--- src/include/pq_pkg.sv ---
// shared types and constants of the product/quotient unit
package pq_pkg;

    localparam int DATA_W       = 32;
    // latency figures below are counted in pipeline clocks
    localparam int MUL_LAT_CYC  = 5;
    localparam int ITER_LAT_CYC = 34;
    localparam int FULL_ITERS   = 32;
    localparam int SKIP_8       = 23;
    localparam int SKIP_16      = 15;
    localparam int SKIP_24      = 7;
    localparam int CNT_W        = 6;

    typedef enum logic [2:0]
    {
        full_product_op       = 3'h0,
        product_accumulate_op = 3'h1,
        product_deduct_op     = 3'h2,
        quotient_op           = 3'h3,
        gpr_product_op        = 3'h4
    } op_t;

    typedef enum logic [2:0]
    {
        st_idle = 3'h1,
        st_iter = 3'h2,
        st_fix  = 3'h4
    } fsm_t;

    typedef struct packed
    {
        logic                valid;
        op_t                 op;
        logic                is_signed;
        logic [DATA_W-1:0]   dividend_operand;
        logic [DATA_W-1:0]   second_operand;
    } issue_t;

    typedef struct packed
    {
        logic                valid;
        logic [DATA_W-1:0]   data;
    } gpr_t;

    typedef struct packed
    {
        logic                valid;
        op_t                 op;
        logic [2*DATA_W-1:0] prod;
    } pipe_t;

    typedef struct packed
    {
        fsm_t                state;
        logic [CNT_W-1:0]    cnt;
        logic [DATA_W:0]     rem;
        logic [DATA_W-1:0]   quo;
        logic [DATA_W-1:0]   opnd;
        logic                neg_main;
        logic                neg_rem;
        op_t                 op;
        logic [DATA_W-1:0]   upper_result_reg;
        logic [DATA_W-1:0]   bottom_result_reg;
        gpr_t                gpr;
        logic                done;
    } pq_state_t;

endpackage

--- src/hdl/product_pipe.sv ---
// pipelined 32x32 multiplier feeding the result stage
module product_pipe
#(
    parameter int STAGES = pq_pkg::MUL_LAT_CYC - 1
)
(
    input  wire logic           mclk_i,
    input  wire logic           rst_n_i,
    input  wire logic           valid_i,
    input  wire pq_pkg::op_t    op_i,
    input  wire logic           is_signed_i,
    input  wire logic [31:0]    a_i,
    input  wire logic [31:0]    b_i,
    output pq_pkg::pipe_t       out_o
);
    import pq_pkg::*;

    pipe_t [STAGES-1:0] pipe_reg;
    pipe_t [STAGES-1:0] pipe_next;
    logic signed [65:0] full_prod;

    if (STAGES < 1)
    begin : g_bad_stages
        $error("product_pipe needs at least one stage");
    end

    // signed and unsigned share one 33x33 array by extending the sign bit
    assign full_prod = $signed({is_signed_i & a_i[31], a_i})
                     * $signed({is_signed_i & b_i[31], b_i});

    // stage 0 multiplies, later stages only carry the product along
    always_comb
    begin
        pipe_next[0].valid = valid_i;
        pipe_next[0].op    = op_i;
        pipe_next[0].prod  = full_prod[63:0];
        for (int i = 1; i < STAGES; i++)
        begin
            pipe_next[i] = pipe_reg[i-1];
        end
    end

    always_ff @(posedge mclk_i or negedge rst_n_i)
    begin
        if (!rst_n_i)
            pipe_reg <= '0;
        else
            pipe_reg <= pipe_next;
    end

    assign out_o = pipe_reg[STAGES-1];
endmodule

--- src/hdl/product_quotient_unit.sv ---
// product/quotient unit: upper/bottom result pair, multiplier, divider
// How it works
// - the unit has its own pipeline and keeps advancing whatever the integer pipe does.
// - it holds a pipelined 32x32 multiplier, upper and bottom result registers and a divide engine.
// - the standard unit takes a new multiply, accumulate or deduct every clock.
// - products bound for a general register may issue on back-to-back clocks.
// - divides resolve one quotient bit per clock.
// - dividends that fit 8, 16 or 24 bits skip 23, 15 or 7 iterations.
// - any new issue while a divide runs is stalled until it completes.
// - the reduced-area build does multiplies and divides one bit per clock in 34 clocks.
// - latency and repeat figures are counted in pipeline clocks.
// - a standard 32-bit multiply has its result five clocks after issue.
// - the reduced-area build refuses signal-processing or user result access.
module product_quotient_unit
#(
    parameter bit ITERATIVE_ONLY     = 1'b0,
    parameter bit SIMD_EXT_EN        = 1'b0,
    parameter bit USER_RESULT_ACCESS = 1'b0
)
(
    input  wire logic           mclk_i,
    input  wire logic           rst_n_i,
    input  wire pq_pkg::issue_t issue_i,
    output logic                stall_o,
    output logic                busy_o,
    output logic [31:0]         upper_result_o,
    output logic [31:0]         bottom_result_o,
    output pq_pkg::gpr_t        gpr_result_o,
    output logic                done_o
);
    import pq_pkg::*;

    pq_state_t s_reg;
    pq_state_t s_next;
    pipe_t     pipe_out;
    logic      accept;
    logic      pipe_take;

    if (ITERATIVE_ONLY && (SIMD_EXT_EN || USER_RESULT_ACCESS))
    begin : g_bad_build
        $error("iterative build cannot expose result registers");
    end

    // magnitude of an operand, used by both iterative engines
    function automatic logic [31:0] mag(logic [31:0] v, logic sgn);
        mag = (sgn && v[31]) ? 32'(-v) : v;
    endfunction

    // early-in skip from the dividend sign extension
    function automatic logic [5:0] early_skip(logic [31:0] v, logic sgn);
        logic ext;
        ext = sgn & v[31];
        // unsigned values need only zeros above the width, signed ones
        // also need the top kept bit to match the sign
        if (v[31:8] == {24{ext}} && (!sgn || v[7] == ext))
            early_skip = 6'(SKIP_8);
        else if (v[31:16] == {16{ext}} && (!sgn || v[15] == ext))
            early_skip = 6'(SKIP_16);
        else if (v[31:24] == {8{ext}} && (!sgn || v[23] == ext))
            early_skip = 6'(SKIP_24);
        else
            early_skip = 6'h00;
    endfunction

    // fold a product into the register pair
    function automatic logic [63:0] fold(op_t op, logic [63:0] prod,
                                         logic [63:0] pair);
        case (op)
            product_accumulate_op: fold = pair + prod;
            product_deduct_op:     fold = pair - prod;
            default:               fold = prod;
        endcase
    endfunction

    // stall any issue while the iterative engine is busy
    assign busy_o    = (s_reg.state != st_idle);
    assign stall_o   = issue_i.valid && busy_o;
    assign accept    = issue_i.valid && !busy_o;
    // the pipe takes a product every clock in the standard build
    assign pipe_take = accept && !ITERATIVE_ONLY
                       && (issue_i.op != quotient_op);

    // pipelined multiplier, four stages plus the result stage
    product_pipe #(
        .STAGES (MUL_LAT_CYC - 1)
    ) u_pipe (
        .mclk_i      (mclk_i),
        .rst_n_i     (rst_n_i),
        .valid_i     (pipe_take),
        .op_i        (issue_i.op),
        .is_signed_i (issue_i.is_signed),
        .a_i         (issue_i.dividend_operand),
        .b_i         (issue_i.second_operand),
        .out_o       (pipe_out)
    );

    // next state: pipe writeback first, iterative engine may override
    always_comb
    begin
        logic [33:0] trial;
        logic [32:0] sum;
        logic [63:0] prod;
        logic [5:0]  skip;
        trial = '0;
        sum   = '0;
        prod  = '0;
        skip  = '0;
        s_next           = s_reg;
        s_next.done      = 1'b0;
        s_next.gpr.valid = 1'b0;
        // result stage five clocks after issue
        if (pipe_out.valid)
        begin
            if (pipe_out.op == gpr_product_op)
            begin
                // general register result, no pair update
                s_next.gpr.valid = 1'b1;
                s_next.gpr.data  = pipe_out.prod[31:0];
            end
            else
            begin
                {s_next.upper_result_reg, s_next.bottom_result_reg} =
                    fold(pipe_out.op, pipe_out.prod,
                         {s_reg.upper_result_reg, s_reg.bottom_result_reg});
            end
        end
        // engine advances on every clock, no outside hold
        case (s_reg.state)
            st_idle:
            begin
                if (accept && (ITERATIVE_ONLY || issue_i.op == quotient_op))
                begin
                    s_next.state   = st_iter;
                    s_next.op      = issue_i.op;
                    s_next.rem     = '0;
                    s_next.neg_rem = issue_i.is_signed
                                     && issue_i.dividend_operand[31];
                    s_next.neg_main = issue_i.is_signed
                        && (issue_i.dividend_operand[31]
                            ^ issue_i.second_operand[31]);
                    if (issue_i.op == quotient_op)
                    begin
                        skip = ITERATIVE_ONLY ? 6'h00
                             : early_skip(issue_i.dividend_operand,
                                          issue_i.is_signed);
                        s_next.quo  = mag(issue_i.dividend_operand,
                                          issue_i.is_signed) << skip;
                        s_next.opnd = mag(issue_i.second_operand,
                                          issue_i.is_signed);
                        s_next.cnt  = CNT_W'(FULL_ITERS) - skip;
                    end
                    else
                    begin
                        s_next.quo  = mag(issue_i.second_operand,
                                          issue_i.is_signed);
                        s_next.opnd = mag(issue_i.dividend_operand,
                                          issue_i.is_signed);
                        s_next.cnt  = CNT_W'(FULL_ITERS);
                    end
                end
            end
            st_iter:
            begin
                if (s_reg.op == quotient_op)
                begin
                    // one restoring step per clock
                    // one extra bit keeps large divisors from wrapping
                    trial = {s_reg.rem[32:0], s_reg.quo[31]}
                            - {2'b00, s_reg.opnd};
                    if (!trial[33])
                        s_next.rem = trial[32:0];
                    else
                        s_next.rem = {s_reg.rem[31:0], s_reg.quo[31]};
                    s_next.quo = {s_reg.quo[30:0], !trial[33]};
                end
                else
                begin
                    sum = {1'b0, s_reg.rem[31:0]}
                          + (s_reg.quo[0] ? {1'b0, s_reg.opnd} : 33'h0);
                    s_next.rem = {1'b0, sum[32:1]};
                    s_next.quo = {sum[0], s_reg.quo[31:1]};
                end
                if (s_reg.cnt == CNT_W'(1))
                    s_next.state = st_fix;
                s_next.cnt = s_reg.cnt - CNT_W'(1);
            end
            st_fix:
            begin
                s_next.state = st_idle;
                s_next.done  = 1'b1;
                if (s_reg.op == quotient_op)
                begin
                    // remainder up, quotient down, signs fixed
                    s_next.upper_result_reg = s_reg.neg_rem
                        ? 32'(-s_reg.rem[31:0]) : s_reg.rem[31:0];
                    s_next.bottom_result_reg = s_reg.neg_main
                        ? 32'(-s_reg.quo) : s_reg.quo;
                end
                else
                begin
                    prod = {s_reg.rem[31:0], s_reg.quo};
                    if (s_reg.neg_main)
                        prod = 64'(-prod);
                    if (s_reg.op == gpr_product_op)
                    begin
                        s_next.gpr.valid = 1'b1;
                        s_next.gpr.data  = prod[31:0];
                    end
                    else
                    begin
                        {s_next.upper_result_reg, s_next.bottom_result_reg} =
                            fold(s_reg.op, prod, {s_reg.upper_result_reg,
                                                  s_reg.bottom_result_reg});
                    end
                end
            end
            default:
            begin
                s_next.state = st_idle;
            end
        endcase
    end

    // all unit state outside the multiplier pipe in one register
    always_ff @(posedge mclk_i or negedge rst_n_i)
    begin
        if (!rst_n_i)
        begin
            s_reg       <= '0;
            s_reg.state <= st_idle;
            s_reg.op    <= full_product_op;
        end
        else
            s_reg <= s_next;
    end

    assign upper_result_o  = s_reg.upper_result_reg;
    assign bottom_result_o = s_reg.bottom_result_reg;
    assign gpr_result_o    = s_reg.gpr;
    assign done_o          = s_reg.done;
endmodule

--- config.mk ---
export PLATFORM = sky130hd
export DESIGN_NAME = product_quotient_unit
export DESIGN_NICKNAME = d
export VERILOG_FILES = /design/src/include/pq_pkg.sv /design/src/hdl/product_pipe.sv /design/src/hdl/product_quotient_unit.sv
export SDC_FILE = /design/constraint.sdc
export NUM_CORES = 2
export LEC_CHECK = 0
export BUFFER_PORTS_ARGS = -buffer_cell sky130_fd_sc_hd__clkbuf_2
export CAP_MARGIN = 20
export CORE_ASPECT_RATIO = 0.8
export CORE_MARGIN = 4
export CORE_UTILIZATION = 40
export CTS_CLUSTER_DIAMETER = 200
export DETAILED_ROUTE_END_ITERATION = 7
export SLEW_MARGIN = 15
export SYNTH_ARGS = -nofsm -noshare
export SYNTH_HDL_FRONTEND = slang
export SYNTH_SLANG_ARGS = --single-unit
--- constraint.sdc ---
create_clock -name mclk_i -period 7.9 [get_ports mclk_i]
set_input_delay 0.395 -clock mclk_i [delete_from_list [all_inputs] [get_ports mclk_i]]
set_output_delay 0.395 -clock mclk_i [all_outputs]
set_load 0.02 [all_outputs]
==> run_results.csv <==
group,metric,value,unit
place,routabilityCongestion,0.985,
sta,slew_headroom,0.250,
yosys,synth_seq_cells,481,
yosys,synth.top_cell.area_share,0.306,
setup_path,start_kind,"input port",
clock_tree,cts-root-buf,"clkbuf_16",
floorplan,design.core.area,183000,sq um
drt,drt-total-wl,251000,um
drt,vias,61361,
sta,fin_skew,0.0527,ns
yosys,synth_seq_area_share,0.163,
drt,avgViaCountPerCell,5.53,
yosys,synth_nets,10057,
setup_path,path_buf_inv,10,
yosys,ys_warn_count,0,
floorplan,io_pins,171,
finish,fin_util,0.449,
drt,drt_iter0_drc,5196,
sta,hold_viol,0,
clock_tree,numCtsBuffers,51,
yosys,async_flop_share,1.00,
finish,final_layout_size_suffix_gt1_frac,0.110,
sta,timing.hold.ws,0.154,ns
drt,wl_per_cell,22.6,um
global_routing,grt_usage,0.261,
worst_hold_path,min_path_type,"in2reg",
setup_path,cp.required,8.48,ns
finish,num-nets-final,10240,
yosys,yosys_most_used_dff,"dfrtp_1",
sta,finalCriticalPeriod,7.72,ns
yosys,avgSynthCellArea,8.73,sq um
yosys,synth_edf_count,0,
setup_path,crit_arrival,8.30,ns
sta,fmax,130,MHz
setup_path,crit_type,"in2reg",
floorplan,die_h,392,um
yosys,ys_top_cells_by_count,"1235 x inv_1, 1150 x nand2_1, 1129 x fa_1, 480 x dfrtp_1, 419 x clkbuf_1",
floorplan,rows,140,
global_routing,grt_pass1_wl,386000,um
floorplan,die_width,488,um
sta,tightestPinTransition,1.12,ns
clock_tree,htreeDepth,2,
setup_path,critPathMaxStageDelay,0.54,ns
sta,setup_viol,0,
setup_path,cpMostUsedCell,"fa_1",
finish,largest_reg_flops,204,
setup_path,cp_max_fo,8,
sta,min_period_over_period,0.977,
yosys,yosys.area.top_type,"fa_1",
sta,finalMaxSlewViolations,0,
setup_path,crit_family,"adder cells",
global_routing,antenna_found_initial,13,
yosys,netlist_top_cells_area,"fa_1 31%, dfrtp_1 16%, ha_1 7.0%",
place,dp_slack,-1.27,ns
clock_tree,clk_pin_slew,0.07,ns
setup_path,cp-end-kind,"flop",
job,max-cap-violations,0,
yosys,ys_types,96,
place,place_hpwl,209000,um
clock_tree,clock_latency,0.68,ns
drt,drtAntennaViolNets,0,
floorplan,fp.dieArea,191000,sq um
finish,layout-area-overhead-vs-synth,11.1,%
clock_tree,cts_buffer_depth,3,
place,placedInstanceArea,79900,sq um
drt,route.detailed.drc,0,
global_routing,grt_overflow,0,
global_routing,grt_pass1_vias,62838,
yosys,syn_inst,8446,
finish,final_area,82000,sq um
global_routing,grt_start_max_net_pins,175,
status,outcome,"finished, final reports clean",
floorplan,start_util,0.404,
place,port_buffers,170,
setup_path,r2r_slack,0.62,ns
clock_tree,cts_tree,"built",
yosys,synthesis.area,73800,sq um
yosys,synth_most_common_cell,"inv_1",
sta,fin_ws,0.180,ns
setup_path,crit_path_top_delay_cell,"fa_1",
clock_tree,cts_sinks,481,
drt,drt_pass1_iterations,6,
## cell usage in the layout, fill, tap and decap left out, drive strengths merged, types with 67 or more instances in the layout
master / instances
inv: 1245
nand2: 1150
fa: 1129
buf: 561
dfrtp: 480
ha: 411
a21oi: 393
o21ai: 392
and2: 367
nor2: 367
xnor2: 273
xor2: 235
clkbuf: 226
a21o: 140
nor3: 97
nand3: 78
a31oi: 75
o211ai: 69
o22ai: 67
## final timing paths
check,start,endpoint,cells after the start
worst max-delay path,issue_i[56],u_pipe.pipe_next[129]$_DFF_PN0_,31
worst min-delay path,issue_i[68],u_pipe.pipe_next[135]$_DFF_PN0_,3
worst max register to register,s_reg[135]$_DFFE_PN0P_,upper_result_o[26]$_DFF_PN0_,26
worst min register to register,u_pipe.pipe_next[172]$_DFF_PN0_,u_pipe.pipe_next[240]$_DFF_PN0_,0
max in group asynchronous,rst_n_i,u_pipe.out_o[0]$_DFF_PN0_,3
min in group asynchronous,rst_n_i,done_o$_DFF_PN0_,2
## cells by family after synthesis
logic type | after synthesis | share of synthesized area
simple gates | 2432 | 0.155
compound gates | 1565 | 0.135
mux | 78 | 0.0109
flops | 481 | 0.163
fa+ha+maj | 1540 | 0.376
xor+xnor | 508 | 0.0605
buf+inv | 1842 | 0.0992
## metal layers
metal / part of all wire / global-route usage / vias to the layer above
met5: 0.0014 / 0.0130 / -
met4: 0.031 / 0.0778 / 4
met3: 0.067 / 0.0420 / 333
met2: 0.45 / 0.406 / 2121
met1: 0.45 / 0.373 / 31363
li1: - / - / 27540
## worst reg2reg max path: cells and delay by family, from the launching register on
kind	cells	cell delay, ns
buffers and inverters	5	0.86
adders and majority gates	2	0.77
and+or+nand+nor	5	1.44
xor gates and xnor gates	2	0.33
AOI/OAI and AO/OA	12	3.33
DFF	1	0.38
## metrics by stage
stage,cells,TNS [ns]
2_1_floorplan,8446,-0.284
3_3_place_gp,10984,-17.83
3_5_place_dp,10985,-18.43
4_1_cts,11085,0
5_1_grt,11095,-0.00907
6_report,11098,0
## repair_timing
action,CTS,global route
pin swaps,0,5
setup buffers,0,1
resized for setup,9,27
cloned,0,0
setup endpoints to repair,12,23
hold endpoints to repair,83,0
hold buffers,4,0
## layout make-up
type / count / area, sq um
Antenna cell: 12 / 30.0
Multi-Input combinational cell: 6123 / 54700
Sequential cell: 481 / 12000
Tap cell: 2414 / 3020
Inverter: 1239 / 4650
Fill cell: 17794 / 101000
Timing Repair Buffer: 733 / 5650
Clock inverter: 38 / 490
Clock buffer: 58 / 1350
Power is left out: the tool's default activity adds up to more than one toggle a clock period on the data nets, which glitch-free logic cannot reach.
